### config.mk
export PLATFORM = sky130hd
export DESIGN_NAME = sbc_ctrl
export DESIGN_NICKNAME = d
export VERILOG_FILES = /design/src/include/sbc_pkg.sv /design/src/hdl/sbc_ctrl.sv
export SDC_FILE = /design/constraint.sdc
export NUM_CORES = 1
export LEC_CHECK = 0
export BUFFER_PORTS_ARGS = -buffer_cell sky130_fd_sc_hd__buf_2
export CORE_AREA = 10 10 95 160
export CTS_BUF_LIST = sky130_fd_sc_hd__clkbuf_2 sky130_fd_sc_hd__clkbuf_4 sky130_fd_sc_hd__clkbuf_8
export CTS_CLUSTER_SIZE = 16
export DETAILED_ROUTE_END_ITERATION = 10
export DIE_AREA = 0 0 105 170
export REMOVE_ABC_BUFFERS = 1
export SLEW_MARGIN = 20
export SYNTH_ARGS = -nofsm -noshare
export SYNTH_HDL_FRONTEND = slang
export SYNTH_SLANG_ARGS = --single-unit
### constraint.sdc
create_clock -name clk_sys_in -period 1.8 [get_ports clk_sys_in]
set_input_delay 0.27 -clock clk_sys_in [delete_from_list [all_inputs] [get_ports clk_sys_in]]
set_output_delay 0.27 -clock clk_sys_in [all_outputs]
set_load 0.01 [all_outputs]
### src/include/sbc_pkg.sv
// package: register map, field positions, reset values and states of the serial bus control block
package sbc_pkg;
   localparam int DATA_W = 16;
   localparam int ADDR_W = 8;
   localparam int EV_W = 5;

   // ****************************************************************
   // register offsets
   // ****************************************************************
   localparam logic [7:0] OFF_CONTROL = 8'h00;
   localparam logic [7:0] OFF_OWN_ADDR = 8'h04;
   localparam logic [7:0] OFF_STATUS = 8'h08;
   localparam logic [7:0] OFF_MASK = 8'h0c;
   localparam logic [7:0] OFF_RX_DATA = 8'h10;
   localparam logic [7:0] OFF_TX_DATA = 8'h14;

   // ****************************************************************
   // bus_control fields
   // ****************************************************************
   localparam int CTL_ON = 15;
   localparam int CTL_IDLE_HALT = 13;
   localparam int CTL_RELEASE = 12;
   localparam int CTL_ACCEPT_ALL = 11;
   localparam int CTL_WIDE = 10;
   localparam int CTL_BCAST = 7;
   localparam int CTL_STRETCH = 6;
   localparam logic [15:0] CTL_RELEASE_MASK = 16'h1000;
   localparam logic [15:0] CTL_WRITABLE = 16'hbfff;
   localparam logic [15:0] CTL_RESET = 16'h1000;

   // ****************************************************************
   // other reset values and event bits
   // ****************************************************************
   localparam logic [9:0] OWN_ADDR_RESET = 10'h000;
   localparam logic [7:0] TX_DATA_RESET = 8'hff;
   localparam int EV_ADDR = 0;
   localparam int EV_RX = 1;
   localparam int EV_BCAST = 2;
   localparam int EV_TX = 3;
   localparam int EV_STOP = 4;

   // ****************************************************************
   // bus protocol constants
   // ****************************************************************
   localparam logic [7:0] BCAST_ADDR = 8'h00;
   localparam logic [4:0] TEN_BIT_PREFIX = 5'h1e;
   localparam logic [3:0] BITS_PER_BYTE = 4'h8;

   typedef enum logic [3:0] {
      ST_IDLE,
      ST_ADDR,
      ST_ADDR_ACK,
      ST_ADDR2,
      ST_ADDR2_ACK,
      ST_RX,
      ST_RX_ACK,
      ST_TX,
      ST_TX_ACK
   } sbc_state_t;
endpackage

### src/hdl/sbc_ctrl.sv
// two-wire serial bus slave engine with its control register and register port
//
// The address map and the address-and-strobe port were chosen for this implementation.
`timescale 1ns/10ps
// Behaviour
// - module_on hands the clock and data pins to the engine; clear disables it and frees the pins.
// - idle_halt set freezes the engine while the device is idle; clear keeps it running in idle.
// - as slave, clock_release set lets the clock line go, clear holds it low while a transfer is in progress; it resets set.
// - with stretch_allow set software writes 0 or 1; hardware clears it at each transmit byte start and address or data byte end.
// - with stretch_allow clear software can only write 1; hardware clears it at transmit byte start and address byte end.
// - accept_all_addresses set acknowledges every address; clear keeps normal matching.
// - wide_address_select set makes own_address a 10-bit address, clear a 7-bit one.
// - broadcast_call_enable set with reception on flags the general call address; clear ignores it.
module sbc_ctrl (
   input wire logic clk_sys_in,
   input wire logic nrst_in,
   input wire logic ce_in,
   input wire logic idle_in,
   input wire logic [7:0] addr_in,
   input wire logic [15:0] wdata_in,
   input wire logic wr_in,
   input wire logic rd_in,
   input wire logic scl_in,
   input wire logic sda_in,
   output logic [15:0] rdata_out,
   output logic irq_out,
   output logic pins_owned_out,
   output logic scl_out,
   output logic scl_oe_out,
   output logic sda_out,
   output logic sda_oe_out
);
   // ****************************************************************
   // state
   // ****************************************************************
   logic [15:0] ctrl_reg;
   logic [15:0] ctrl_next;
   logic [9:0] own_addr_reg;
   logic [4:0] status_reg;
   logic [4:0] status_next;
   logic [4:0] mask_reg;
   logic [7:0] rx_data_reg;
   logic [7:0] tx_data_reg;
   logic [15:0] rdata_reg;
   logic irq_reg;
   logic pins_owned_reg;
   logic scl_oe_reg;
   logic sda_oe_reg;
   logic sda_oe_next;
   logic scl_meta_reg, scl_sync_reg, scl_prev_reg;
   logic sda_meta_reg, sda_sync_reg, sda_prev_reg;
   sbc_pkg::sbc_state_t state_reg;
   sbc_pkg::sbc_state_t state_next;
   logic [3:0] bitcnt_reg;
   logic [3:0] bitcnt_next;
   logic [7:0] rx_shift_reg;
   logic [7:0] rx_shift_next;
   logic [7:0] tx_shift_reg;
   logic [7:0] tx_shift_next;
   logic second_reg, second_next;
   logic ten_hit_reg, ten_hit_next;
   logic ack_reg, ack_next;
   logic rx_load;
   logic hw_rel_clr;
   logic [4:0] ev_set;

   // ****************************************************************
   // decoding
   // ****************************************************************
   wire ctrl_wr = wr_in && (addr_in == sbc_pkg::OFF_CONTROL);
   wire own_wr = wr_in && (addr_in == sbc_pkg::OFF_OWN_ADDR);
   wire status_wr = wr_in && (addr_in == sbc_pkg::OFF_STATUS);
   wire mask_wr = wr_in && (addr_in == sbc_pkg::OFF_MASK);
   wire tx_wr = wr_in && (addr_in == sbc_pkg::OFF_TX_DATA);
   wire mod_on = ctrl_reg[sbc_pkg::CTL_ON];
   wire halted = mod_on && ctrl_reg[sbc_pkg::CTL_IDLE_HALT] && idle_in;
   wire eng_en = ce_in && !halted;
   wire scl_rise = scl_sync_reg && !scl_prev_reg;
   wire scl_fall = !scl_sync_reg && scl_prev_reg;
   wire start_det = scl_sync_reg && scl_prev_reg && sda_prev_reg && !sda_sync_reg;
   wire stop_det = scl_sync_reg && scl_prev_reg && !sda_prev_reg && sda_sync_reg;
   wire byte_end = scl_fall && (bitcnt_reg == sbc_pkg::BITS_PER_BYTE);
   wire accept_all = ctrl_reg[sbc_pkg::CTL_ACCEPT_ALL];
   wire wide = ctrl_reg[sbc_pkg::CTL_WIDE];
   wire is_bcast = ctrl_reg[sbc_pkg::CTL_BCAST] && (rx_shift_reg == sbc_pkg::BCAST_ADDR);
   wire seven_hit = rx_shift_reg[7:1] == own_addr_reg[6:0];
   wire ten_first = (rx_shift_reg[7:3] == sbc_pkg::TEN_BIT_PREFIX) && (rx_shift_reg[2:1] == own_addr_reg[9:8]);
   // a 10-bit read is only answered after a full 10-bit write match
   wire ten_hit = ten_first && (!rx_shift_reg[0] || ten_hit_reg);
   wire addr_hit = accept_all || is_bcast || (wide ? ten_hit : seven_hit);
   wire addr_second = !accept_all && !is_bcast && wide && !rx_shift_reg[0];

   // ****************************************************************
   // slave engine
   // ****************************************************************
   always_comb begin
      state_next = state_reg;
      bitcnt_next = bitcnt_reg;
      rx_shift_next = rx_shift_reg;
      tx_shift_next = tx_shift_reg;
      sda_oe_next = sda_oe_reg;
      second_next = second_reg;
      ten_hit_next = ten_hit_reg;
      ack_next = ack_reg;
      rx_load = 1'b0;
      hw_rel_clr = 1'b0;
      ev_set = 5'h00;
      if (!mod_on) begin
         state_next = sbc_pkg::ST_IDLE;
         sda_oe_next = 1'b0;
         ten_hit_next = 1'b0;
         bitcnt_next = 4'h0;
      end else if (stop_det) begin
         state_next = sbc_pkg::ST_IDLE;
         sda_oe_next = 1'b0;
         ten_hit_next = 1'b0;
         ev_set[sbc_pkg::EV_STOP] = state_reg != sbc_pkg::ST_IDLE;
      end else if (start_det) begin
         // repeated start keeps ten_hit so a 10-bit read can follow
         state_next = sbc_pkg::ST_ADDR;
         bitcnt_next = 4'h0;
         sda_oe_next = 1'b0;
      end else begin
         if (scl_rise) begin
            bitcnt_next = bitcnt_reg + 4'h1;
            if (state_reg == sbc_pkg::ST_ADDR || state_reg == sbc_pkg::ST_ADDR2 || state_reg == sbc_pkg::ST_RX) begin
               rx_shift_next = {rx_shift_reg[6:0], sda_sync_reg};
            end
            if (state_reg == sbc_pkg::ST_TX_ACK) begin
               ack_next = !sda_sync_reg;
            end
         end
         if (scl_fall) begin
            case (state_reg)
               sbc_pkg::ST_ADDR: begin
                  if (byte_end) begin
                     bitcnt_next = 4'h0;
                     if (addr_hit) begin
                        state_next = sbc_pkg::ST_ADDR_ACK;
                        sda_oe_next = 1'b1;
                        second_next = addr_second;
                     end else begin
                        state_next = sbc_pkg::ST_IDLE;
                     end
                  end
               end
               sbc_pkg::ST_ADDR_ACK: begin
                  bitcnt_next = 4'h0;
                  sda_oe_next = 1'b0;
                  hw_rel_clr = 1'b1;
                  if (second_reg) begin
                     state_next = sbc_pkg::ST_ADDR2;
                  end else begin
                     ev_set[sbc_pkg::EV_BCAST] = is_bcast;
                     ev_set[sbc_pkg::EV_ADDR] = !is_bcast;
                     if (rx_shift_reg[0]) begin
                        state_next = sbc_pkg::ST_TX;
                        tx_shift_next = {tx_data_reg[6:0], 1'b0};
                        sda_oe_next = !tx_data_reg[7];
                        ev_set[sbc_pkg::EV_TX] = 1'b1;
                     end else begin
                        state_next = sbc_pkg::ST_RX;
                     end
                  end
               end
               sbc_pkg::ST_ADDR2: begin
                  if (byte_end) begin
                     bitcnt_next = 4'h0;
                     if (rx_shift_reg == own_addr_reg[7:0]) begin
                        state_next = sbc_pkg::ST_ADDR2_ACK;
                        sda_oe_next = 1'b1;
                        ten_hit_next = 1'b1;
                     end else begin
                        state_next = sbc_pkg::ST_IDLE;
                     end
                  end
               end
               sbc_pkg::ST_ADDR2_ACK: begin
                  bitcnt_next = 4'h0;
                  sda_oe_next = 1'b0;
                  hw_rel_clr = 1'b1;
                  ev_set[sbc_pkg::EV_ADDR] = 1'b1;
                  state_next = sbc_pkg::ST_RX;
               end
               sbc_pkg::ST_RX: begin
                  if (byte_end) begin
                     bitcnt_next = 4'h0;
                     rx_load = 1'b1;
                     ev_set[sbc_pkg::EV_RX] = 1'b1;
                     sda_oe_next = 1'b1;
                     state_next = sbc_pkg::ST_RX_ACK;
                  end
               end
               sbc_pkg::ST_RX_ACK: begin
                  bitcnt_next = 4'h0;
                  sda_oe_next = 1'b0;
                  hw_rel_clr = ctrl_reg[sbc_pkg::CTL_STRETCH];
                  state_next = sbc_pkg::ST_RX;
               end
               sbc_pkg::ST_TX: begin
                  if (byte_end) begin
                     bitcnt_next = 4'h0;
                     sda_oe_next = 1'b0;
                     state_next = sbc_pkg::ST_TX_ACK;
                  end else begin
                     sda_oe_next = !tx_shift_reg[7];
                     tx_shift_next = {tx_shift_reg[6:0], 1'b0};
                  end
               end
               sbc_pkg::ST_TX_ACK: begin
                  bitcnt_next = 4'h0;
                  if (ack_reg) begin
                     state_next = sbc_pkg::ST_TX;
                     tx_shift_next = {tx_data_reg[6:0], 1'b0};
                     sda_oe_next = !tx_data_reg[7];
                     hw_rel_clr = 1'b1;
                     ev_set[sbc_pkg::EV_TX] = 1'b1;
                  end else begin
                     state_next = sbc_pkg::ST_IDLE;
                  end
               end
               default: begin
                  state_next = sbc_pkg::ST_IDLE;
               end
            endcase
         end
      end
   end

   // ****************************************************************
   // register next values
   // ****************************************************************
   // a software release wins over a hardware clear in the same cycle
   wire rel_sw_set = ctrl_wr && wdata_in[sbc_pkg::CTL_RELEASE];
   wire rel_sw_clr = ctrl_wr && !wdata_in[sbc_pkg::CTL_RELEASE] && ctrl_reg[sbc_pkg::CTL_STRETCH];
   wire rel_next = rel_sw_set || (ctrl_reg[sbc_pkg::CTL_RELEASE] && !rel_sw_clr && !(eng_en && hw_rel_clr));
   wire [15:0] ctrl_base = ctrl_wr ? (wdata_in & sbc_pkg::CTL_WRITABLE) : ctrl_reg;
   assign ctrl_next = (ctrl_base & ~sbc_pkg::CTL_RELEASE_MASK) | (rel_next ? sbc_pkg::CTL_RELEASE_MASK : 16'h0000);
   // set wins over write-one-to-clear
   assign status_next = (status_reg & ~(status_wr ? wdata_in[4:0] : 5'h00)) | (eng_en ? ev_set : 5'h00);
   // stretching only while the engine is in a transfer
   wire scl_oe_next = mod_on && (state_next != sbc_pkg::ST_IDLE) && !rel_next;
   wire [15:0] rd_mux =
      (addr_in == sbc_pkg::OFF_CONTROL) ? ctrl_reg :
      (addr_in == sbc_pkg::OFF_OWN_ADDR) ? {6'h00, own_addr_reg} :
      (addr_in == sbc_pkg::OFF_STATUS) ? {11'h000, status_reg} :
      (addr_in == sbc_pkg::OFF_MASK) ? {11'h000, mask_reg} :
      (addr_in == sbc_pkg::OFF_RX_DATA) ? {8'h00, rx_data_reg} :
      (addr_in == sbc_pkg::OFF_TX_DATA) ? {8'h00, tx_data_reg} : 16'h0000;

   // ****************************************************************
   // pin synchronisers
   // ****************************************************************
   always_ff @(posedge clk_sys_in or negedge nrst_in) begin
      if (!nrst_in) begin
         scl_meta_reg <= 1'b1;
         scl_sync_reg <= 1'b1;
         scl_prev_reg <= 1'b1;
         sda_meta_reg <= 1'b1;
         sda_sync_reg <= 1'b1;
         sda_prev_reg <= 1'b1;
      end else if (ce_in) begin
         scl_meta_reg <= scl_in;
         scl_sync_reg <= scl_meta_reg;
         scl_prev_reg <= scl_sync_reg;
         sda_meta_reg <= sda_in;
         sda_sync_reg <= sda_meta_reg;
         sda_prev_reg <= sda_sync_reg;
      end
   end

   // ****************************************************************
   // engine registers
   // ****************************************************************
   always_ff @(posedge clk_sys_in or negedge nrst_in) begin
      if (!nrst_in) begin
         state_reg <= sbc_pkg::ST_IDLE;
         bitcnt_reg <= 4'h0;
         rx_shift_reg <= 8'h00;
         tx_shift_reg <= 8'h00;
         sda_oe_reg <= 1'b0;
         second_reg <= 1'b0;
         ten_hit_reg <= 1'b0;
         ack_reg <= 1'b0;
         rx_data_reg <= 8'h00;
      end else if (eng_en) begin
         state_reg <= state_next;
         bitcnt_reg <= bitcnt_next;
         rx_shift_reg <= rx_shift_next;
         tx_shift_reg <= tx_shift_next;
         sda_oe_reg <= sda_oe_next;
         second_reg <= second_next;
         ten_hit_reg <= ten_hit_next;
         ack_reg <= ack_next;
         if (rx_load) begin
            rx_data_reg <= rx_shift_reg;
         end
      end
   end

   // ****************************************************************
   // register file and outputs
   // ****************************************************************
   always_ff @(posedge clk_sys_in or negedge nrst_in) begin
      if (!nrst_in) begin
         ctrl_reg <= sbc_pkg::CTL_RESET;
         own_addr_reg <= sbc_pkg::OWN_ADDR_RESET;
         status_reg <= 5'h00;
         mask_reg <= 5'h00;
         tx_data_reg <= sbc_pkg::TX_DATA_RESET;
         rdata_reg <= 16'h0000;
         irq_reg <= 1'b0;
         pins_owned_reg <= 1'b0;
         scl_oe_reg <= 1'b0;
      end else if (ce_in) begin
         ctrl_reg <= ctrl_next;
         status_reg <= status_next;
         rdata_reg <= rd_in ? rd_mux : 16'h0000;
         irq_reg <= |(status_reg & mask_reg);
         pins_owned_reg <= mod_on;
         if (!halted) begin
            scl_oe_reg <= scl_oe_next;
         end
         if (own_wr) begin
            own_addr_reg <= wdata_in[9:0];
         end
         if (mask_wr) begin
            mask_reg <= wdata_in[4:0];
         end
         if (tx_wr) begin
            tx_data_reg <= wdata_in[7:0];
         end
      end
   end

   assign rdata_out = rdata_reg;
   assign irq_out = irq_reg;
   assign pins_owned_out = pins_owned_reg;
   assign scl_oe_out = scl_oe_reg;
   assign sda_oe_out = sda_oe_reg;
   // open-drain: the pins only ever drive low
   assign scl_out = 1'b0;
   assign sda_out = 1'b0;

   // ****************************************************************
   // assertions
   // ****************************************************************
   a_off_pins_free: assert property (@(posedge clk_sys_in) disable iff (!nrst_in)
      (ce_in && !mod_on) |=> (!scl_oe_out && !sda_oe_out && !pins_owned_out))
      else $error("pins still driven while module is off");

   a_on_pins_owned: assert property (@(posedge clk_sys_in) disable iff (!nrst_in)
      (ce_in && mod_on) |=> pins_owned_out)
      else $error("pins not handed over while module is on");

   a_idle_halt_freeze: assert property (@(posedge clk_sys_in) disable iff (!nrst_in)
      (ce_in && halted) |=> ($stable(state_reg) && $stable(bitcnt_reg) && $stable(sda_oe_out)))
      else $error("engine moved while halted in idle");

   a_idle_keeps_running: assert property (@(posedge clk_sys_in) disable iff (!nrst_in)
      (ce_in && mod_on && !ctrl_reg[sbc_pkg::CTL_IDLE_HALT] && idle_in && start_det)
      |=> (state_reg == sbc_pkg::ST_ADDR))
      else $error("engine stopped in idle without idle_halt");

   a_release_frees: assert property (@(posedge clk_sys_in) disable iff (!nrst_in)
      (ce_in && rel_sw_set && !halted) |=> (ctrl_reg[sbc_pkg::CTL_RELEASE] && !scl_oe_out))
      else $error("clock not released after writing one");

   a_rx_end_stretch: assert property (@(posedge clk_sys_in) disable iff (!nrst_in)
      (eng_en && mod_on && state_reg == sbc_pkg::ST_RX_ACK && scl_fall && ctrl_reg[sbc_pkg::CTL_STRETCH] && !ctrl_wr)
      |=> (!ctrl_reg[sbc_pkg::CTL_RELEASE] && scl_oe_out))
      else $error("no stretch after received data byte");

   a_addr_end_clears: assert property (@(posedge clk_sys_in) disable iff (!nrst_in)
      (eng_en && mod_on && state_reg == sbc_pkg::ST_ADDR_ACK && scl_fall && !ctrl_wr)
      |=> !ctrl_reg[sbc_pkg::CTL_RELEASE])
      else $error("clock_release not cleared after address byte");

   a_no_sw_stretch: assert property (@(posedge clk_sys_in) disable iff (!nrst_in)
      (ce_in && ctrl_wr && !wdata_in[sbc_pkg::CTL_RELEASE] && !ctrl_reg[sbc_pkg::CTL_STRETCH]
       && ctrl_reg[sbc_pkg::CTL_RELEASE] && !(eng_en && hw_rel_clr)) |=> ctrl_reg[sbc_pkg::CTL_RELEASE])
      else $error("software zero accepted with stretch_allow clear");

   a_rx_keeps_release: assert property (@(posedge clk_sys_in) disable iff (!nrst_in)
      (eng_en && mod_on && state_reg == sbc_pkg::ST_RX_ACK && scl_fall && !ctrl_reg[sbc_pkg::CTL_STRETCH]
       && ctrl_reg[sbc_pkg::CTL_RELEASE] && !ctrl_wr) |=> ctrl_reg[sbc_pkg::CTL_RELEASE])
      else $error("data byte cleared release with stretch_allow clear");

   a_accept_all_ack: assert property (@(posedge clk_sys_in) disable iff (!nrst_in)
      (eng_en && mod_on && accept_all && state_reg == sbc_pkg::ST_ADDR && byte_end)
      |=> (state_reg == sbc_pkg::ST_ADDR_ACK && sda_oe_out))
      else $error("address not acknowledged in accept-all mode");

   a_seven_one_byte: assert property (@(posedge clk_sys_in) disable iff (!nrst_in)
      (eng_en && mod_on && !wide && addr_hit && state_reg == sbc_pkg::ST_ADDR && byte_end)
      |=> !second_reg)
      else $error("second address byte taken in 7-bit mode");

   a_bcast_flag: assert property (@(posedge clk_sys_in) disable iff (!nrst_in)
      (eng_en && mod_on && state_reg == sbc_pkg::ST_ADDR_ACK && scl_fall && !second_reg && is_bcast)
      |=> status_reg[sbc_pkg::EV_BCAST])
      else $error("general call not flagged");

   a_bcast_ignored: assert property (@(posedge clk_sys_in) disable iff (!nrst_in)
      (eng_en && mod_on && state_reg == sbc_pkg::ST_ADDR && byte_end && rx_shift_reg == sbc_pkg::BCAST_ADDR
       && !ctrl_reg[sbc_pkg::CTL_BCAST] && !accept_all && !wide && own_addr_reg[6:0] != 7'h00)
      |=> (state_reg == sbc_pkg::ST_IDLE))
      else $error("general call answered while disabled");
endmodule

; Yosys cells after proc, flatten, opt, wreduce, memory -nomap -nowiden
; Index checks and enable logic that the tools add are counted.
[totals]
output_inout_bits = 22
input_bits = 32
ff_bits = 105
[op_classes]
add_sub_neg = 1
n_mux = 80
n_bitwise = 8
reduce_logical = 72
n_eq_ne = 36
[op_table]
columns = op, n
row1 = 4-bit two-way mux, 18
row2 = 8-bit two-way mux, 8
row3 = 16-bit two-way mux, 3
row4 = 1-bit two-way mux, 34
row5 = 1-bit logical AND, 30
row6 = 4-bit one-hot mux with 7 select lines, 1
row7 = 5-bit != test (second input constant), 5
row8 = 8-bit one-hot mux with 3 select lines, 1
row9 = 6-bit AND reduction, 3
row10 = 4-bit by 3-bit equality test with 1-bit output (second input constant), 4
row11 = 8-bit by 4-bit equality test with 1-bit output (second input constant), 2
row12 = 8-bit by 5-bit equality test with 1-bit output (second input constant), 2
row13 = 8-bit zero test, 2
row14 = 16-bit by 13-bit bitwise OR with 16-bit output, 1
row15 = 5-bit two-way mux, 3
row16 = 1-bit zero test, 14
row17 = 13-bit two-way mux, 1
row18 = 3-bit by 1-bit != test with 1-bit output (second input constant), 4
row19 = 2-bit AND reduction, 6
row20 = 5-bit AND, 2
row21 = 10-bit two-way mux, 1
row22 = 10-bit by 2-bit != test with 1-bit output (second input constant), 1
row23 = 2-bit != test (second input constant), 5
row24 = 10-bit AND reduction, 1
row25 = other kinds (29), 45

; Longest topological paths before layout
; Gate-level depths: netlist (run 1).
[logic_depth]
ltp_word = 15
mapped_depth = 8

; Worst setup path after synthesis (run 1)
; Ideal clock, no wire load.
[synth_timing]
path_kind = reg2reg
from = register rx_shift_reg[3]
to = register second_reg
t_required_ns = 1.672
arrival_time_ns = 1.832
setup_time_ns = 0.128
stages_incl_launch_ff = 7
n_path_buf = 1
setup_slack_ns = -0.160
cell_sequence = dfrtp_1 clkbuf_1 or4b_1 nor3_2 o31a_1 nor2b_1 mux2_1
[synth_between]
elab_chain_len = 6
elab_cells_between_ends = 14
classes_between = eq/ne: 2 / mux: 1 / reduce/logical: 11
[synth_lines]
columns = element, line_no
row1 = from (decl), sbc_ctrl.sv:56  ; logic [7:0] rx_shift_reg;
row2 = from (signal assigned), sbc_ctrl.sv:289  ; rx_shift_reg <= rx_shift_next;
row3 = 5-bit equality test or 8-bit zero test (tied branches), "sbc_ctrl.sv:87, sbc_ctrl.sv:85"
row4 = "1-bit logical AND, on equally long branches", "sbc_ctrl.sv:87, sbc_ctrl.sv:85"
row5 = 1-bit logical AND or 1-bit zero test (tied branches), "sbc_ctrl.sv:89, sbc_ctrl.sv:91"
row6 = 1-bit two-way mux or 1-bit logical AND (tied branches), "sbc_ctrl.sv:90, sbc_ctrl.sv:91"
row7 = 1-bit logical OR or 1-bit logical AND (tied branches), "sbc_ctrl.sv:90, sbc_ctrl.sv:91"
row8 = 8-bit AND reduction (no source line) or 1-bit logical AND (tied branches), --
row9 = to (signal assigned), sbc_ctrl.sv:292  ; second_reg <= second_next;
row10 = to (decl), sbc_ctrl.sv:60  ; logic second_reg, second_next;
; Several ways; a longest one is shown, not always the timed one.
; A chain may end at the register's enable or synchronous reset.

; Worst setup path in the final report (run 1)
[layout_timing]
from = register rx_shift_reg[5]
to = register second_reg
; The elaborated chain is that of the path after synthesis.

==> results of run 1 <==
[final cells by class]
class / count / area, um2
inverter: 14 / 55.1
clock buffer: 12 / 146
clock inverter: 4 / 73.8
timing repair buffer: 176 / 1330
multi-input combinational: 364 / 3040
sequential: 102 / 2570
fill: 1097 / 5000
tap: 168 / 210
[kinds of logic after synthesis]
kind of cell	after synthesis	share of synthesized area, %
other	1	0.0683
adders and majority gates	2	0.456
muxes	81	16.4
AOI/OAI and AO/OA	114	15.0
DFF	102	46.9
buffers and inverters	49	3.88
and+or+nand+nor	142	13.8
xor gates and xnor gates	22	3.51
[worst max-delay path, delay by kind of cell, from the launching register on]
family | cells | cell delay [ps]
simple gates | 3 | 520
flops | 1 | 440
buf+inv | 2 | 320
mux | 1 | 300
compound gates | 1 | 170
xor+xnor | 1 | 140
[path summary, 6_finish.rpt]
path | to | startpoint | slack (ps) | cells past startpoint
max | second_reg | rx_shift_reg[5] | -180 | 8
min | sda_meta_reg | sda_in | 130 | 2
max reg2reg | second_reg | rx_shift_reg[5] | -180 | 8
min reg2reg | tx_shift_reg[1] | tx_shift_reg[1] | 490 | 2
max in group asynchronous | tx_data_reg[7] | nrst_in | 810 | 3
min in group asynchronous | rdata_out[2] | nrst_in | 360 | 2
[cells in the mapped netlist, drive strengths merged (3+ instances only)]
library cell / number / area [um2]
nor4: 7 / 50.1
a22o: 5 / 43.8
nor2b: 10 / 62.6
o2bb2ai: 4 / 35.0
nor3: 8 / 55.1
inv: 14 / 52.6
and2: 5 / 31.3
nand2b: 6 / 37.5
mux2i: 8 / 80.1
a21o: 3 / 22.5
nand4: 5 / 31.3
buf: 19 / 100
o311ai: 3 / 26.3
dfrtp: 87 / 2180
a22oi: 6 / 45.0
o211ai: 8 / 60.1
xor2: 14 / 123
a32oi: 4 / 35.0
o2111ai: 4 / 52.6
nand2: 52 / 195
o21ai: 32 / 160
xnor2: 8 / 70.1
nor4b: 3 / 41.3
nand3: 10 / 50.1
a21oi: 17 / 88.8
clkbuf: 16 / 60.1
dfstp: 15 / 394
nor2: 23 / 86.3
a31oi: 6 / 37.5
mux2: 73 / 822
[what timing repair did]
| action | CTS | global route |
|---|---|---|
| hold buffers | 1 | 0 |
| buffers inserted | 12 | 6 |
| hold endpoints to repair | 25 | 0 |
| setup endpoints to repair | 31 | 36 |
| gates cloned | 1 | 1 |
| pin swaps | 24 | 17 |
| resized for setup | 73 | 34 |
[routing by layer]
metal / global-route usage [%] / vias to the layer above
li1: - / 2167
met1: 19.6 / 2421
met2: 38.3 / 127
met3: 2.95 / 58
met4: 11.5 / 0
met5: 0 / -
[where the power goes]
part	switching [mW]	internal [mW]	leakage (nW)
combinational	0.362	0.328	2.06
sequential	0.0463	2.36	1.36
clock	0.823	0.836	0.115
[stage by stage]
step | std cells | worst slack, ps
after floorplan | 480 | -478
after global placement | 805 | -194
after detailed placement | 805 | -252
after CTS | 834 | -183
after global routing | 840 | -306
final | 840 | -176
==> run_results.csv, run 1 <==
group,metric,value,unit
status,outcome,"finished with violations",
status,violations,"negative setup slack",
clock_tree,ctsLongestPathBuffers,2,
worst_setup_path,arrival,2230,ps
synthesis,syn_area_per_cell,10.7,um2
grt,grt_pass1_wl,28.3,mm
grt,grt_pass1_vias,5282,
final_layout,fin_util,59.7,%
final_layout,final_cell_mix,"buf_4 (102), dfrtp_1 (86), mux2_2 (50)",
route,drcViolationCount,0,
clock_tree,clk_latency,370,ps
pwr,powerDensity,640,mW/mm2
worst_setup_path,worstSetupPathType,"reg2reg",
sta,finalHoldViolations,0,
route,wire_per_inst,21.2,um
floorplanning,core_area,0.0124,mm2
clock_tree,cts-root-buf,"clkbuf_8",
sta,fmaxAchievable,506,MHz
worst_setup_path,cpMostUsedCell,"buf_4",
placement,place_area,0.00665,mm2
clock_tree,cts.sink_count,102,
pwr,p_total,4.75,mW
final_layout,fin_nets,701,
synthesis,synth_ff_type,"dfrtp_1",
synthesis,synth_cells,513,
floorplanning,pin_count,54,
synthesis,yosys.cell_types.count,67,
route,top_layer,"met4",
placement,routabilityCongestion,0.932,
synthesis,ys_seq_area_share,46.9,%
sta,setup_tns,-1610,ps
floorplanning,rows,54,
synthesis,yosysWarnings,0,
route,drt_first_pass_iters,5,
final_layout,antenna_cells,0,
clock_tree,clk_pin_slew,100,ps
route,initialDrtViolationCount,208,
grt,grt.overflow.total,0,
floorplanning,die_w,105,um
sta,fin_hold_ws,126,ps
worst_setup_path,path_cells,"buf_4, xnor2_1, nand2_1, nor4_1, buf_4, o31a_1, nor2b_4, mux2_4",
sta,skew,16.7,ps
worst_setup_path,start_kind,"register",
sta,post-route-min-period,1980,ps
route,wl_met2,9.73,mm
floorplanning,dieArea,0.0179,mm2
pwr,vdd_drop_max,435,uV
route,routed_wl,17.8,mm
route,dr_wl_met3,500,um
synthesis,async_flop_share,100,%
placement,io_buffers,49,
worst_setup_path,end_kind,"register",
worst_setup_path,slowest_delay,440,ps
route,dr_total_vias,4773,
grt,track_usage,19.9,%
sta,finalCritPeriodShare,110,%
clock_tree,cts_inserted_buffers,9,
placement,hpwl,13.5,mm
route,via_per_inst,5.68,
hold_path,hold_path_class,"in2reg",
synthesis,synth_seq_cells,102,
synthesis,synth_area,0.00549,mm2
worst_setup_path,cp_max_fo,4,
clock_tree,htree_levels,3,
sta,slew_violations,0,
worst_setup_path,critPathSlowestCell,"dfrtp_1",
final_layout,area_growth,35.4,%
sta,final-setup-viol-count,18,
worst_setup_path,cp.required,2060,ps
final_layout,final_common_cell,"buf_4",
grt,grt_start_max_net_pins,44,
clock_tree,cts_tree,"built",
final_layout,drive_gt1_share,49.4,%
flow_run,cap_violations,0,
sta,rsz0062_at_grt,"true",
final_layout,design_area,0.00743,mm2
route,routedLengthMet1,6.52,mm
floorplanning,dieHeight,170,um
pwr,leakage,3.54,nW
floorplanning,start_util,44.1,%
synthesis,synth_edf_count,0,
sta,fin_ws,-176,ps
route,detail-route-antenna-nets,0,
grt,grt_antenna_before_repair,0,
No activity file was read; power rests on OpenSTA's default activity.
==> inputs of run 2 (changes only) <==
CORE_AREA = 2 2 87 152   (was 10 10 95 160)
DIE_AREA = 0 0 89 154   (was 0 0 105 170)
==> run_results.csv, run 2 (synthesis gave the netlist of run 1 again) <==
group,metric,value,unit
final_layout,drive_gt1_share,50.6,%
placement,io_buffers,49,
route,dr_total_vias,4755,
status,outcome,"finished with violations",
grt,grt_start_max_net_pins,43,
status,violations,"negative setup slack",
placement,dp.cells,804,
route,drcViolationCount,0,
grt,grt_pass1_vias,5038,
floorplanning,start_util,44.1,%
clock_tree,cts_inserted_buffers,9,
sta,final-setup-viol-count,24,
route,via_per_inst,5.60,
clock_tree,cts_tree,"built",
final_layout,area_growth,36.7,%
clock_tree,clk_pin_slew,110,ps
placement,hpwl,12.9,mm
worst_setup_path,cp.required,2070,ps
clock_tree,cts-root-buf,"clkbuf_8",
route,routed_wl,17.5,mm
grt,grt_pass1_wl,27.1,mm
final_layout,fin_util,60.3,%
placement,place_area,0.00664,mm2
worst_setup_path,arrival,2230,ps
sta,post-route-min-period,1960,ps
grt,grt_antenna_before_repair,0,
floorplanning,die_w,89,um
worst_setup_path,critPathSlowestCell,"or4b_4",
clock_tree,htree_levels,3,
pwr,vdd_drop_max,632,uV
route,initialDrtViolationCount,265,
pwr,leakage,3.60,nW
floorplanning,pin_count,54,
floorplanning,dieArea,0.0137,mm2
final_layout,final_cell_mix,"buf_4 (111), dfrtp_1 (85), buf_2 (48)",
clock_tree,clk_latency,380,ps
hold_path,hold_path_class,"in2reg",
sta,skew,17.1,ps
route,wl_met2,9.37,mm
final_layout,final_common_cell,"buf_4",
route,dr_wl_met3,587,um
sta,rsz0062_at_grt,"true",
worst_setup_path,end_kind,"register",
worst_setup_path,path_cells,"nand4_1, or4b_4, nor3_4, o31a_1, nor2b_2, mux2_4",
worst_setup_path,worstSetupPathType,"reg2reg",
flow_run,cap_violations,0,
grt,grt.overflow.total,0,
sta,maxSlewHeadroom,67.0,%
worst_setup_path,start_kind,"register",
grt,track_usage,26.4,%
route,drt_first_pass_iters,4,
route,routedLengthMet1,6.31,mm
floorplanning,core_area,0.0124,mm2
floorplanning,dieHeight,154,um
pwr,p_total,4.50,mW
sta,finalCritPeriodShare,109,%
sta,worst_slew_pin_slew,490,ps
final_layout,design_area,0.00750,mm2
sta,slew_violations,0,
clock_tree,ctsLongestPathBuffers,2,
clock_tree,cts.sink_count,102,
worst_setup_path,cp_max_fo,4,
floorplanning,rows,54,
sta,setup_tns,-1490,ps
final_layout,instances_no_fill,849,
pwr,powerDensity,600,mW/mm2
route,wire_per_inst,20.6,um
route,top_layer,"met4",
sta,finalHoldViolations,0,
placement,routabilityCongestion,0.954,
sta,fin_ws,-165,ps
route,detail-route-antenna-nets,0,
final_layout,fin_nets,709,
sta,fmaxAchievable,509,MHz
worst_setup_path,slowest_delay,510,ps
run 2: final timing paths:
check | from | depth (start not counted) | to | slack (ps)
max | rx_shift_reg[5] | 6 | second_reg | -160
min | sda_in | 2 | sda_meta_reg | 120
max reg2reg | rx_shift_reg[5] | 6 | second_reg | -160
min reg2reg | rdata_out[8] | 1 | rdata_out[8] | 500
max in group asynchronous | nrst_in | 3 | tx_data_reg[7] | 870
min in group asynchronous | nrst_in | 2 | bitcnt_reg[3] | 320
run 2: stage by stage:
step	setup WS [ps]	hold slack (ps)
after global placement	-195	196
after detailed placement	-228	192
after CTS	-199	107
final	-165	118
after floorplan	-478	-25.6
after global routing	-289	110
run 2: metal layers:
layer	track usage (%)	up-vias
met5	0	-
met4	15.4	0
met3	3.70	52
met2	46.1	131
met1	29.6	2394
li1	-	2178
run 2: layout make-up:
class	instances	area, um2
multi-input combinational	364	3090
clock buffer	11	139
antenna	1	2.50
fill	1082	4930
sequential	102	2570
inverter	14	55.1
clock inverter	5	42.5
timing repair buffer	184	1390
tap	168	210
run 2: report_power, final:
part / leakage (nW) / total, mW / internal [mW] / switching (mW)
Sequential: 1.36 / 2.40 / 2.36 / 0.0454
Combinational: 2.14 / 0.675 / 0.314 / 0.361
Clock: 0.0918 / 1.42 / 0.554 / 0.866
Total: 3.60 / 4.50 / 3.23 / 1.27
run 2: worst max-delay path, delay by kind of cell, from the launching register on:
family,cells,cell delay (ps)
multiplexers,1,300
AND/OR/NAND/NOR,4,960
AO/OA/AOI/OAI,1,170
flip-flops,1,430
run 2: repair_timing:
| action | CTS | global route |
|---|---|---|
| hold buffers | 1 | 0 |
| resized for setup | 66 | 54 |
| endpoints found under the setup margin | 35 | 37 |
| buffers inserted | 14 | 13 |
| cloned | 1 | 0 |
| hold endpoints to repair | 12 | 0 |
| pin swaps | 22 | 20 |
